--- src/hdl/tsq_pkg.sv ---
// Package of the trace sequencer: register map, field layout, reset values and types.
// Assumes a 32-bit classic Wishbone slave port with byte addresses.

package tsq_pkg;

	// ****************************************************************
	// Sizes.
	// ****************************************************************
	localparam int TERMS   = 8;
	localparam int TERM_W  = 3;
	localparam int STATE_W = 12;
	localparam int ADR_W   = 8;
	localparam int IRQ_W   = 2;

	// ****************************************************************
	// Register offsets.
	// ****************************************************************
	localparam logic [ADR_W-1:0] ADR_CTRL        = 8'h00;
	localparam logic [ADR_W-1:0] ADR_STATUS      = 8'h04;
	localparam logic [ADR_W-1:0] ADR_IRQ_STAT    = 8'h08;
	localparam logic [ADR_W-1:0] ADR_IRQ_MASK    = 8'h0C;
	localparam logic [ADR_W-1:0] ADR_TERM_SEL    = 8'h10;
	localparam logic [ADR_W-1:0] ADR_PRI_PAT     = 8'h14;
	localparam logic [ADR_W-1:0] ADR_SEC_PAT     = 8'h18;
	localparam logic [ADR_W-1:0] ADR_STO_PAT     = 8'h1C;
	localparam logic [ADR_W-1:0] ADR_TERM_DEST   = 8'h20;
	localparam logic [ADR_W-1:0] ADR_SIMPLE_TRIG = 8'h24;

	// ****************************************************************
	// Field positions.
	// ****************************************************************
	localparam int CTRL_FULL_BIT   = 0;
	localparam int CTRL_SEQRST_BIT = 1;
	localparam int CTRL_RUN_BIT    = 2;
	localparam int CTRL_LAST_LSB   = 8;
	localparam int CTRL_TRIG_LSB   = 12;
	localparam int STAT_TERM_LSB   = 0;
	localparam int STAT_TRIG_BIT   = 4;
	localparam int STAT_RUN_LSB    = 8;
	localparam int STAT_FULL_BIT   = 12;
	localparam int TSEL_ALL_BIT    = 8;
	localparam int DEST_PRI_LSB    = 0;
	localparam int DEST_SEC_LSB    = 8;
	localparam int PAT_EN_BIT      = 31;
	localparam int PAT_MASK_LSB    = 16;
	localparam int PAT_VAL_LSB     = 0;
	localparam int IRQ_TRIG_BIT    = 0;
	localparam int IRQ_RESTART_BIT = 1;

	// ****************************************************************
	// Reset values.
	// ****************************************************************
	localparam logic [31:0]       PAT_ANY       = 32'h8000_0000;
	localparam logic [31:0]       PAT_NEVER     = 32'h0000_0000;
	localparam logic [TERM_W-1:0] TRIG_TERM_RST = 3'h1;
	localparam logic [TERM_W-1:0] FIRST_TERM    = 3'h0;
	localparam logic [TERM_W-1:0] LAST_TERM     = 3'h7;
	localparam logic [TERM_W-1:0] SIMPLE_LAST_RST = 3'h0;

	// ****************************************************************
	// Types.
	// ****************************************************************
	typedef enum logic [1:0] {
		SQ_IDLE = 2'b00,
		SQ_RUN  = 2'b01,
		SQ_DONE = 2'b11
	} tsq_run_t;

endpackage

--- src/hdl/tsq_eval_if.sv ---
// Interface between the sequencer core and the term expression evaluator.
// Assumes both ends run on the sequencer clock.
`timescale 1ns/100ps

interface tsq_eval_if;
	logic [tsq_pkg::STATE_W-1:0] state;
	logic [31:0]                 pri_pat;
	logic [31:0]                 sec_pat;
	logic [31:0]                 sto_pat;
	logic                        pri_hit;
	logic                        sec_hit;
	logic                        sto_hit;

	modport ctl  (output state, output pri_pat, output sec_pat, output sto_pat,
	              input pri_hit, input sec_hit, input sto_hit);
	modport eval (input state, input pri_pat, input sec_pat, input sto_pat,
	              output pri_hit, output sec_hit, output sto_hit);
endinterface // tsq_eval_if

--- src/hdl/tsq_term_eval.sv ---
// Evaluator of the current term's primary, secondary and storage expressions; in simple mode the secondary and storage ones come from term 0.
// Assumes patterns hold enable, mask and value fields; the state is one captured bus state.
`timescale 1ns/100ps

module tsq_term_eval (
	tsq_eval_if.eval ev
);

	// ****************************************************************
	// Pattern match.
	// ****************************************************************
	function automatic logic pat_match(input logic [31:0]                 pat,
	                                   input logic [tsq_pkg::STATE_W-1:0] st);
		logic [tsq_pkg::STATE_W-1:0] val;
		logic [tsq_pkg::STATE_W-1:0] msk;
		val = pat[tsq_pkg::PAT_VAL_LSB +: tsq_pkg::STATE_W];
		msk = pat[tsq_pkg::PAT_MASK_LSB +: tsq_pkg::STATE_W];
		pat_match = pat[tsq_pkg::PAT_EN_BIT] & (((st ^ val) & msk) == '0);
	endfunction

	assign ev.pri_hit = pat_match(ev.pri_pat, ev.state);
	assign ev.sec_hit = pat_match(ev.sec_pat, ev.state);
	assign ev.sto_hit = pat_match(ev.sto_pat, ev.state);

endmodule // tsq_term_eval

--- src/hdl/tsq_sequencer.sv ---
// Trigger and storage sequencer of a bus state analyzer, with a classic Wishbone slave.
// Assumes one captured state per clock when state_vld_i is high, synchronous to clk_sys_i.
//
// Behaviour
// - Simple primary match advances to next term.
// - Simple secondary match restarts at first term.
// - Simple mode uses one global storage qualifier.
// - Simple trigger loads term 1, trigger term 2.
// - Full primary branch goes to programmable term.
// - Full per-term secondary expression and destination.
// - Full per-term qualifier, settable on all at once.
// - Full mode has more terms, selectable destinations.
// - Entering full mode loads default specification.
// - Reset request in full mode restores defaults.
// - Full mode: eight terms; entering trigger term signals trigger.
// - Simple trigger on branch out of last term.
// - Defaults: primary any except last, never, store all.
// - Default trigger term is the second term.
//
// The address map and register access over Wishbone were left to the implementer.
`timescale 1ns/100ps

module tsq_sequencer #(
	parameter int SIMPLE_TERMS = 4
) (
	input  wire logic                        clk_sys_i,
	input  wire logic                        rst_n_i,
	input  wire logic                        wb_cyc_i,
	input  wire logic                        wb_stb_i,
	input  wire logic                        wb_we_i,
	input  wire logic [tsq_pkg::ADR_W-1:0]   wb_adr_i,
	input  wire logic [3:0]                  wb_sel_i,
	input  wire logic [31:0]                 wb_dat_i,
	output logic      [31:0]                 wb_dat_o,
	output logic                             wb_ack_o,
	input  wire logic                        state_vld_i,
	input  wire logic [tsq_pkg::STATE_W-1:0] state_i,
	output logic                             store_o,
	output logic      [tsq_pkg::STATE_W-1:0] store_state_o,
	output logic                             trig_o,
	output logic      [tsq_pkg::TERM_W-1:0]  term_o,
	output logic                             irq_o
);

	localparam int TW = tsq_pkg::TERM_W;
	localparam logic [TW-1:0] SIMPLE_MAX = TW'(SIMPLE_TERMS - 1);

	// ****************************************************************
	// Reset release.
	// ****************************************************************
	logic rst_meta_q;
	logic rst_sync_q;

	always_ff @(posedge clk_sys_i or negedge rst_n_i) begin
		if (!rst_n_i) begin
			rst_meta_q <= 1'b0;
			rst_sync_q <= 1'b0;
		end else begin
			rst_meta_q <= 1'b1;
			rst_sync_q <= rst_meta_q;
		end
	end

	// ****************************************************************
	// Wishbone decode.
	// ****************************************************************
	logic            ack_q;
	logic [31:0]     dat_q;
	logic            full_q;
	logic            run_q;
	logic [TW-1:0]   simple_last_q;
	logic [TW-1:0]   trig_term_q;
	logic [TW-1:0]   tsel_q;
	logic            tsel_all_q;
	logic [31:0]     pri_pat_q [tsq_pkg::TERMS];
	logic [31:0]     sec_pat_q [tsq_pkg::TERMS];
	logic [31:0]     sto_pat_q [tsq_pkg::TERMS];
	logic [TW-1:0]   pri_dest_q [tsq_pkg::TERMS];
	logic [TW-1:0]   sec_dest_q [tsq_pkg::TERMS];
	logic [TW-1:0]   cur_q;
	tsq_pkg::tsq_run_t run_st_q;
	logic            triggered_q;
	logic [tsq_pkg::IRQ_W-1:0] irq_stat_q;
	logic [tsq_pkg::IRQ_W-1:0] irq_mask_q;

	wire        req      = wb_cyc_i & wb_stb_i;
	wire        wr       = req & wb_we_i & ack_q;
	wire [31:0] bmask    = {{8{wb_sel_i[3]}}, {8{wb_sel_i[2]}}, {8{wb_sel_i[1]}}, {8{wb_sel_i[0]}}};
	wire [31:0] wd       = wb_dat_i & bmask;
	wire        ctrl_wr  = wr & (wb_adr_i == tsq_pkg::ADR_CTRL);
	wire        isr_wr   = wr & (wb_adr_i == tsq_pkg::ADR_IRQ_STAT);
	wire        imr_wr   = wr & (wb_adr_i == tsq_pkg::ADR_IRQ_MASK);
	wire        tsel_wr  = wr & (wb_adr_i == tsq_pkg::ADR_TERM_SEL);
	wire        pri_wr   = wr & (wb_adr_i == tsq_pkg::ADR_PRI_PAT);
	wire        sec_wr   = wr & (wb_adr_i == tsq_pkg::ADR_SEC_PAT);
	wire        sto_wr   = wr & (wb_adr_i == tsq_pkg::ADR_STO_PAT);
	wire        dest_wr  = wr & (wb_adr_i == tsq_pkg::ADR_TERM_DEST);
	wire        strig_wr = wr & (wb_adr_i == tsq_pkg::ADR_SIMPLE_TRIG);

	wire          wd_full   = wd[tsq_pkg::CTRL_FULL_BIT];
	wire          wd_seqrst = wd[tsq_pkg::CTRL_SEQRST_BIT];
	wire [TW-1:0] wd_last   = wd[tsq_pkg::CTRL_LAST_LSB +: TW];
	wire [TW-1:0] wd_trig   = wd[tsq_pkg::CTRL_TRIG_LSB +: TW];

	wire full_rise = ctrl_wr & wd_full & !full_q;
	wire mode_chg  = ctrl_wr & (wd_full != full_q);
	wire seq_rst   = ctrl_wr & wd_seqrst;
	wire spec_rst  = full_rise | (seq_rst & full_q & wd_full);
	wire restart   = seq_rst | mode_chg | strig_wr;

	// ****************************************************************
	// Read multiplexer.
	// ****************************************************************
	wire [31:0] stat_word = {19'h0, full_q, 2'h0, run_st_q, 3'h0, triggered_q, 1'b0, cur_q};
	wire [31:0] ctrl_word = {17'h0, trig_term_q, 1'b0, simple_last_q, 5'h0, run_q, 1'b0, full_q};
	wire [31:0] tsel_word = {23'h0, tsel_all_q, 5'h0, tsel_q};
	wire [31:0] dest_word = {21'h0, sec_dest_q[tsel_q], 5'h0, pri_dest_q[tsel_q]};
	wire [31:0] rd_data =
		(wb_adr_i == tsq_pkg::ADR_CTRL)      ? ctrl_word :
		(wb_adr_i == tsq_pkg::ADR_STATUS)    ? stat_word :
		(wb_adr_i == tsq_pkg::ADR_IRQ_STAT)  ? {30'h0, irq_stat_q} :
		(wb_adr_i == tsq_pkg::ADR_IRQ_MASK)  ? {30'h0, irq_mask_q} :
		(wb_adr_i == tsq_pkg::ADR_TERM_SEL)  ? tsel_word :
		(wb_adr_i == tsq_pkg::ADR_PRI_PAT)   ? pri_pat_q[tsel_q] :
		(wb_adr_i == tsq_pkg::ADR_SEC_PAT)   ? sec_pat_q[tsel_q] :
		(wb_adr_i == tsq_pkg::ADR_STO_PAT)   ? sto_pat_q[tsel_q] :
		(wb_adr_i == tsq_pkg::ADR_TERM_DEST) ? dest_word :
		32'h0000_0000;

	always_ff @(posedge clk_sys_i or negedge rst_sync_q) begin
		if (!rst_sync_q) begin
			ack_q <= 1'b0;
			dat_q <= 32'h0000_0000;
		end else begin
			ack_q <= req & !ack_q;
			dat_q <= (req & !ack_q) ? rd_data : 32'h0000_0000;
		end
	end

	assign wb_ack_o = ack_q;
	assign wb_dat_o = dat_q;

	// ****************************************************************
	// Control registers.
	// ****************************************************************
	wire trig_ok = (wd_trig != tsq_pkg::FIRST_TERM);
	wire last_ok = (wd_last <= SIMPLE_MAX);

	always_ff @(posedge clk_sys_i or negedge rst_sync_q) begin
		if (!rst_sync_q) begin
			full_q        <= 1'b0;
			run_q         <= 1'b0;
			simple_last_q <= tsq_pkg::SIMPLE_LAST_RST;
		end else begin
			if (ctrl_wr) begin
				full_q <= wd_full;
				run_q  <= wd[tsq_pkg::CTRL_RUN_BIT];
				if (last_ok)
					simple_last_q <= wd_last;
			end
			if (strig_wr & !full_q)
				simple_last_q <= tsq_pkg::FIRST_TERM;
		end
	end

	// ****************************************************************
	// Trigger term.
	// ****************************************************************
	always_ff @(posedge clk_sys_i or negedge rst_sync_q) begin
		if (!rst_sync_q)
			trig_term_q <= tsq_pkg::TRIG_TERM_RST;
		else if (spec_rst)
			trig_term_q <= tsq_pkg::TRIG_TERM_RST;
		else if (strig_wr)
			trig_term_q <= tsq_pkg::TRIG_TERM_RST;
		else if (ctrl_wr & trig_ok)
			trig_term_q <= wd_trig;
	end

	// ****************************************************************
	// Term select and interrupt mask.
	// ****************************************************************
	always_ff @(posedge clk_sys_i or negedge rst_sync_q) begin
		if (!rst_sync_q) begin
			tsel_q     <= tsq_pkg::FIRST_TERM;
			tsel_all_q <= 1'b0;
			irq_mask_q <= '0;
		end else begin
			if (tsel_wr) begin
				tsel_q     <= wd[TW-1:0];
				tsel_all_q <= wd[tsq_pkg::TSEL_ALL_BIT];
			end
			if (imr_wr)
				irq_mask_q <= wd[tsq_pkg::IRQ_W-1:0];
		end
	end

	// ****************************************************************
	// Term specification.
	// ****************************************************************
	always_ff @(posedge clk_sys_i or negedge rst_sync_q) begin
		if (!rst_sync_q) begin
			for (int i = 0; i < tsq_pkg::TERMS; i++) begin
				pri_pat_q[i]  <= (i == tsq_pkg::TERMS - 1) ? tsq_pkg::PAT_NEVER : tsq_pkg::PAT_ANY;
				sec_pat_q[i]  <= tsq_pkg::PAT_NEVER;
				sto_pat_q[i]  <= tsq_pkg::PAT_ANY;
				pri_dest_q[i] <= TW'(i + 1);
				sec_dest_q[i] <= tsq_pkg::FIRST_TERM;
			end
		end else if (spec_rst) begin
			for (int i = 0; i < tsq_pkg::TERMS; i++) begin
				pri_pat_q[i]  <= (i == tsq_pkg::TERMS - 1) ? tsq_pkg::PAT_NEVER : tsq_pkg::PAT_ANY;
				sec_pat_q[i]  <= tsq_pkg::PAT_NEVER;
				sto_pat_q[i]  <= tsq_pkg::PAT_ANY;
				pri_dest_q[i] <= TW'(i + 1);
				sec_dest_q[i] <= tsq_pkg::FIRST_TERM;
			end
		end else begin
			if (pri_wr)
				pri_pat_q[tsel_q] <= wd;
			if (sec_wr)
				sec_pat_q[tsel_q] <= wd;
			if (sto_wr) begin
				for (int i = 0; i < tsq_pkg::TERMS; i++) begin
					if (tsel_all_q | (TW'(i) == tsel_q))
						sto_pat_q[i] <= wd;
				end
			end
			if (dest_wr) begin
				pri_dest_q[tsel_q] <= wd[tsq_pkg::DEST_PRI_LSB +: TW];
				sec_dest_q[tsel_q] <= wd[tsq_pkg::DEST_SEC_LSB +: TW];
			end
			if (strig_wr) begin
				pri_pat_q[0] <= wd;
				sec_pat_q[0] <= tsq_pkg::PAT_NEVER;
				if (full_q) begin
					pri_pat_q[1] <= tsq_pkg::PAT_NEVER;
					sec_pat_q[1] <= tsq_pkg::PAT_NEVER;
				end
			end
		end
	end

	// ****************************************************************
	// Expression evaluation.
	// ****************************************************************
	tsq_eval_if ev ();

	assign ev.state   = state_i;
	assign ev.pri_pat = pri_pat_q[cur_q];
	assign ev.sec_pat = full_q ? sec_pat_q[cur_q] : sec_pat_q[0];
	assign ev.sto_pat = full_q ? sto_pat_q[cur_q] : sto_pat_q[0];

	tsq_term_eval u_eval (
		.ev (ev.eval)
	);

	// ****************************************************************
	// Sequencer.
	// ****************************************************************
	wire          step     = state_vld_i & (run_st_q == tsq_pkg::SQ_RUN);
	wire          pri      = ev.pri_hit;
	wire          sec      = ev.sec_hit & !ev.pri_hit;
	wire          last_hit = !full_q & pri & (cur_q == simple_last_q);
	wire [TW-1:0] pri_nxt  = full_q ? pri_dest_q[cur_q] : cur_q + 3'h1;
	wire [TW-1:0] sec_nxt  = full_q ? sec_dest_q[cur_q] : tsq_pkg::FIRST_TERM;
	wire [TW-1:0] nxt      = pri ? pri_nxt : sec_nxt;
	wire          branch   = step & (pri | sec) & !last_hit;
	wire          entry    = full_q & branch & (nxt == trig_term_q) & (cur_q != trig_term_q);
	wire          trig_evt = entry | (step & last_hit);
	wire          rst_evt  = step & sec;

	always_ff @(posedge clk_sys_i or negedge rst_sync_q) begin
		if (!rst_sync_q) begin
			cur_q <= tsq_pkg::FIRST_TERM;
		end else if (restart) begin
			cur_q <= tsq_pkg::FIRST_TERM;
		end else if (branch) begin
			cur_q <= nxt;
		end
	end

	always_ff @(posedge clk_sys_i or negedge rst_sync_q) begin
		if (!rst_sync_q) begin
			run_st_q <= tsq_pkg::SQ_IDLE;
		end else if (restart | !run_q) begin
			run_st_q <= tsq_pkg::SQ_IDLE;
		end else begin
			unique case (run_st_q)
				tsq_pkg::SQ_IDLE: run_st_q <= tsq_pkg::SQ_RUN;
				tsq_pkg::SQ_RUN: begin
					if (step & last_hit)
						run_st_q <= tsq_pkg::SQ_DONE;
				end
				tsq_pkg::SQ_DONE: run_st_q <= tsq_pkg::SQ_DONE;
				default: run_st_q <= tsq_pkg::SQ_IDLE;
			endcase
		end
	end

	always_ff @(posedge clk_sys_i or negedge rst_sync_q) begin
		if (!rst_sync_q)
			triggered_q <= 1'b0;
		else if (trig_evt)
			triggered_q <= 1'b1;
		else if (restart)
			triggered_q <= 1'b0;
	end

	// ****************************************************************
	// Outputs.
	// ****************************************************************
	wire active = run_q & (run_st_q != tsq_pkg::SQ_IDLE);

	always_ff @(posedge clk_sys_i or negedge rst_sync_q) begin
		if (!rst_sync_q) begin
			store_o       <= 1'b0;
			store_state_o <= '0;
			trig_o        <= 1'b0;
			term_o        <= tsq_pkg::FIRST_TERM;
		end else begin
			store_o       <= state_vld_i & active & ev.sto_hit;
			store_state_o <= state_i;
			trig_o        <= trig_evt;
			term_o        <= restart ? tsq_pkg::FIRST_TERM : (branch ? nxt : cur_q);
		end
	end

	// ****************************************************************
	// Interrupts.
	// ****************************************************************
	wire [tsq_pkg::IRQ_W-1:0] irq_set = {rst_evt, trig_evt};
	wire [tsq_pkg::IRQ_W-1:0] irq_clr = isr_wr ? wd[tsq_pkg::IRQ_W-1:0] : '0;
	wire [tsq_pkg::IRQ_W-1:0] irq_d   = (irq_stat_q & ~irq_clr) | irq_set;

	always_ff @(posedge clk_sys_i or negedge rst_sync_q) begin
		if (!rst_sync_q) begin
			irq_stat_q <= '0;
			irq_o      <= 1'b0;
		end else begin
			irq_stat_q <= irq_d;
			irq_o      <= |(irq_d & irq_mask_q);
		end
	end

endmodule // tsq_sequencer

--- config.mk ---
export PLATFORM = sky130hd
export DESIGN_NAME = tsq_sequencer
export DESIGN_NICKNAME = d
export VERILOG_FILES = /design/src/hdl/tsq_pkg.sv /design/src/hdl/tsq_eval_if.sv /design/src/hdl/tsq_term_eval.sv /design/src/hdl/tsq_sequencer.sv
export SDC_FILE = /design/constraint.sdc
export NUM_CORES = 2
export LEC_CHECK = 0
export BUFFER_PORTS_ARGS = -buffer_cell sky130_fd_sc_hd__buf_4
export CORE_ASPECT_RATIO = 0.5
export CORE_MARGIN = 2
export CORE_UTILIZATION = 30
export DETAILED_ROUTE_END_ITERATION = 10
export PLACE_DENSITY = 0.55
export SLEW_MARGIN = 10
export SYNTH_ARGS = -nofsm -noshare
export SYNTH_HDL_FRONTEND = slang
export SYNTH_HIERARCHICAL = 1
export SYNTH_SLANG_ARGS = --single-unit
--- constraint.sdc ---
create_clock -name clk_sys_i -period 32.1 [get_ports clk_sys_i]
set_clock_uncertainty 0.15 [all_clocks]
set_input_delay 9.63 -clock clk_sys_i [delete_from_list [all_inputs] [get_ports clk_sys_i]]
set_output_delay 9.63 -clock clk_sys_i [all_outputs]
set_load 0.02 [all_outputs]
Word-level counts from Yosys, hierarchy flattened
Index checks and enable logic that the tools add are counted.
- bits in registers: 888
- input port bits: 62
- output and inout bits: 51
- $add $sub $neg: 1
- muxes and demuxes: 89
- eq/ne operators: 23
- bitwise gates (word level): 65
- $lt $le $gt $ge: 4
- reduce and logical (&&, ||, !) cells: 43
- operators with widths (cell ; count):
    two-way mux 256 bit ; 6
    two-way mux 32 bit ; 34
    binary-select mux 32 bit (select 3 bit) ; 6
    bitwise mux 256 bit ; 2
    two-way mux 64 bit ; 2
    demux 32 bit (select 3 bit) ; 1
    two-way mux 24 bit ; 4
    two-way mux 3 bit ; 20
    bitwise mux 24 bit ; 2
    bitwise AND 1 bit ; 38
    bitwise AND 12 bit ; 3
    binary-select mux 3 bit (select 3 bit) ; 4
    logical NOT 12 bit ; 3
    XOR 12 bit ; 3
    nonzero test 2 bit ; 17
    bitwise AND 32 bit ; 1
    equality test 8 x 5 -> 1 bit, second input constant ; 4
    AND reduction 2 bit ; 9
    equality test 8 x 4 -> 1 bit, second input constant ; 2
    equality test 8 x 6 -> 1 bit, second input constant ; 2
    OR 1 bit ; 14
    equality test 3 bit, first input constant ; 4
    nonzero test 3 bit ; 4
    two-way mux 11 bit ; 1
    other kinds (27) ; 39

Longest topological paths before layout
- word-level depth: 20
- gate-level depth with buffers: 17
- gate-level depth less buffers: 12

Hierarchy
Netlist, hierarchy kept.
- modules (own cells, without submodules) (module ; area an instance (µm²) ; cells each ; times used):
    tsq_sequencer ; 47197.8 ; 4196 ; 1
    tsq_term_eval ; 491.7 ; 63 ; 1

Worst setup path before layout
Ideal clock, no wire load.
- kind: input port to flip-flop
- start point: in state_i[1] (netlist name)
- end point: reg irq_o
- buffers on the path: 0
- required time: 31.802 ns
- arrival: 11.482 ns
- path slack: 20.320 ns
- stages on the path: 10
- setup time: 0.148 ns
- cell sequence: xor2_1 -> a222oi_1 -> nand3_1 -> nor2_1 -> inv_1 -> nor2_1 -> nand4b_1 -> and4_1 -> o2111ai_1 -> a41oi_1
- cells in the longest elaborated chain, start to end: 16
- ends and longest elaborated chain (element ; line ; source):
    from (decl) ; tsq_sequencer.sv:37 ; input wire logic [tsq_pkg::STATE_W-1:0] state_i,
    XOR 12 bit * ; tsq_term_eval.sv:18 ; pat_match = pat[tsq_pkg::PAT_EN_BIT] & (((st ^ val) & msk) == '0);
    bitwise AND 12 bit * ; tsq_term_eval.sv:18 ;
    logical NOT 12 bit * ; tsq_term_eval.sv:18 ;
    bitwise AND 1 bit * ; tsq_term_eval.sv:18 ;
    named net ev.pri_hit ; tsq_eval_if.sv:10 ; logic pri_hit;
    logical NOT 1 bit ; tsq_sequencer.sv:263 ; wire sec = ev.sec_hit & !ev.pri_hit;
    bitwise AND 1 bit ; tsq_sequencer.sv:263 ;
    OR 1 bit ; tsq_sequencer.sv:268 ; wire branch = step & (pri | sec) & !last_hit;
    bitwise AND 1 bit (2 in series) ; tsq_sequencer.sv:268 ;
    bitwise AND 1 bit (3 in series) ; tsq_sequencer.sv:269 ; wire entry = full_q & branch & (nxt == trig_term_q) & (cur_q != trig_term_q);
    OR 1 bit ; tsq_sequencer.sv:270 ; wire trig_evt = entry | (step & last_hit);
    OR 2 bit * ; tsq_sequencer.sv:334 ; wire [tsq_pkg::IRQ_W-1:0] irq_d = (irq_stat_q & ~irq_clr) | irq_set;
    bitwise AND 2 bit * ; tsq_sequencer.sv:342 ; irq_o <= |(irq_d & irq_mask_q);
    OR reduction 2 bit * ; tsq_sequencer.sv:342 ;
    to (signal assigned) ; tsq_sequencer.sv:342 ;
    to (decl) ; tsq_sequencer.sv:42 ; output logic irq_o
Mark *: on every way through the listed nets, which the timed path passes. The rest lies on a longest branch.
A chain may end at the register's enable or synchronous reset.

Worst setup path in the final report
- start point: in wb_sel_i[0]
- end point: reg sto_pat_q[148] (netlist name)
- cells in the longest elaborated chain, start to end: 7
- ends and longest elaborated chain (element ; line ; source):
    from (decl) ; tsq_sequencer.sv:32 ; input wire logic [3:0] wb_sel_i,
    bitwise AND 32 bit * ; tsq_sequencer.sv:89 ; wire [31:0] wd = wb_dat_i & bmask;
    bitwise AND 1 bit ; tsq_sequencer.sv:107 ; wire seq_rst = ctrl_wr & wd_seqrst;
    bitwise AND 1 bit (2 in series) ; tsq_sequencer.sv:108 ; wire spec_rst = full_rise | (seq_rst & full_q & wd_full);
    OR 1 bit * ; tsq_sequencer.sv:108 ;
    nonzero test 2 bit (no source line) ; - ;
    AND reduction 2 bit (no source line) ; - ;
    to (signal, indexed assignment) ; tsq_sequencer.sv:206 ; sto_pat_q[i] <= tsq_pkg::PAT_ANY;
    to (signal, indexed assignment) ; tsq_sequencer.sv:214 ; sto_pat_q[i] <= tsq_pkg::PAT_ANY;
    to (signal, indexed assignment) ; tsq_sequencer.sv:226 ; sto_pat_q[i] <= wd;
    to (decl) ; tsq_sequencer.sv:77 ; logic [31:0] sto_pat_q [tsq_pkg::TERMS];
Every way passes the cells marked *; elsewhere a longest branch is shown, timed or not.

==> out/results.txt <==
status = finished clean
most common cell after layout, fill and taps aside = dfrtp_1
Mapped Cells = 4,168
max_slew headroom = 13.96%
Area Overhead vs Synth = 11.73%
clk slew on worst S/H paths = 0.06 ns
Synth Cell Area = 46,400 um2
number of remaining DRC errors = 0
slowest CP cell = a211oi_4
clock period minus worst slack = 13.34 ns
critical path startpoint category = input pin
core area = 152,700 um2
mean post-synth cell area = 11.13 um2
Yosys warning count = 6
Final Slew Violations = 0
Post-CTS Resized = 0
CTS tree = built
hold depth = 0
initial antenna violation count = 1
most frequent cells in the layout = dfrtp_1 (852), nor2_1 (562), o21ai_0 (439)
CP dominant cell by count = buf_4
antenna cells = 0
Final setup viols = 0
die area = 158,000 um2
Die Wd = 560.2 um
Setup crit end = sto_pat_q[148]
routed wire length = 153,600 um
max_cap viols = 0
cts bufs inserted = 89
DP HPWL = 91,580 um
Largest stage delay, worst path = 1.23 ns
final RePlAce weighted congestion = 0.8878
Hold Vio Cnt, Final = 0
RSZ-0062 raised after global routing = no
setup TNS = 0 ns
# rows = 101
Post-CTS Setup Bufs = 0
leakage power = 0.02150 uW
Crit Path Class = input pin to flip-flop
Max Fclk = 74.94 MHz
port bufs = 112
via count = 34,780
hold_buf cts = 0
Hold Crit Start = rst_meta_q
Clock Path Buffers = 3
clock sink count = 888
CTS root buffer = clkbuf_16
Detail Route Antenna Nets = 0
share of cells above drive strength 1 = 23.82%
R2R Path Start = cur_q[0]
Max FO, Critical Path = 61
Synth Net Count = 4,231
peak supply drop = 50.03 uV
CP arrival = 13.77 ns
CP Cell Sequence = buf_4 > nand2_1 > a211oi_4 > buf_4 > buf_4 > nor2_1 > mux2_2
I/O pin total = 113
Pre-antenna DRT Iters = 7
CTS H-tree lvls = 3
Buf+Inv Stages, Crit Path = 3
DR iter-0 viols = 3,535
CP required = 32.53 ns
Vias/cell = 5.637
die height = 282.1 um
GRT Util Overall = 19.13%
R2R cell count = 14
CP endpoint kind = flip-flop
WL per Instance = 24.89 um
CP Depth = 7
vias in the first global route = 34,350
GRT overflow = 0
Starting Density = 30.40%
clock latency on the worst-skew pair = 0.71 ns
Tcrit/Tclk final = 41.57%
worst-margin pin slew = 1.277 ns
CP delay by family, top = buffers and inverters
Worst Hold Class = flip-flop to flip-flop
PD cells = 44.18 nW/um2
pin count of the biggest net entering global routing = 167
crit path from = wb_sel_i[0]
Power Total = 2291 uW
Worst R2R Setup Slack = 25.76 ns
nets@finish = 4,099
R2R Path End = irq_o
first-pass GRT wire length = 228,300 um
## state kept, by name, summed over array words and instances, names as in the netlist, 2 cells and up
name and flops:
sec_dest_q 24, sto_pat_q 256, cur_q 3, store_state_o 12
run_st_q 2, sec_pat_q 256, tsel_q 3, simple_last_q 3
trig_term_q 3, pri_pat_q 256, irq_stat_q 2, irq_mask_q 2
pri_dest_q 24, wb_dat_o 32
## per-stage QoR
step,hold WS (ns),cell area (um2),utilization [%],instances,setup WS [ns]
after CTS,0.2045,51850,33.96,6170,18.88
final,0.2013,51850,33.96,6170,18.76
after global placement,0.1856,48830,31.99,6005,18.25
after global routing,0.2071,51850,33.96,6170,18.58
after floorplan,0.1812,46400,-,4168,5.414
after detailed placement,0.1913,48830,31.99,6005,18.12
## metal layers
| layer | share of wire (%) | GRT usage (%) |
|---|---|---|
| met1 | 42 | 26.42 |
| met2 | 47 | 30.38 |
| met5 | 0 | 0 |
| met3 | 7.2 | 2.964 |
| met4 | 3.9 | 7.336 |
## where the power goes
part | switching (uW) | total, uW | internal [uW]
clock | 471 | 1100 | 627
combinational | 56.1 | 69.5 | 13.4
sequential | 2.59 | 1120 | 1120
## area by class of cell
type,count,area (um2)
fillers,15190,100800
multi-input cells,2860,22490
flip-flops and latches,888,22290
clock buffers,136,2648
well taps,2060,2577
repair buffers,185,1426
clock inverters,29,370.4
inverters,12,45.04
## worst min-delay path by stage
stage            endpoint  slack [ns]
6_report       rst_sync_q        0.20
5_1_grt        rst_sync_q        0.21
3_3_place_gp   rst_sync_q        0.19
4_1_cts        rst_sync_q        0.20
3_5_place_dp   rst_sync_q        0.19
2_1_floorplan  rst_sync_q        0.18
No activity file was read; power rests on OpenSTA's default activity.
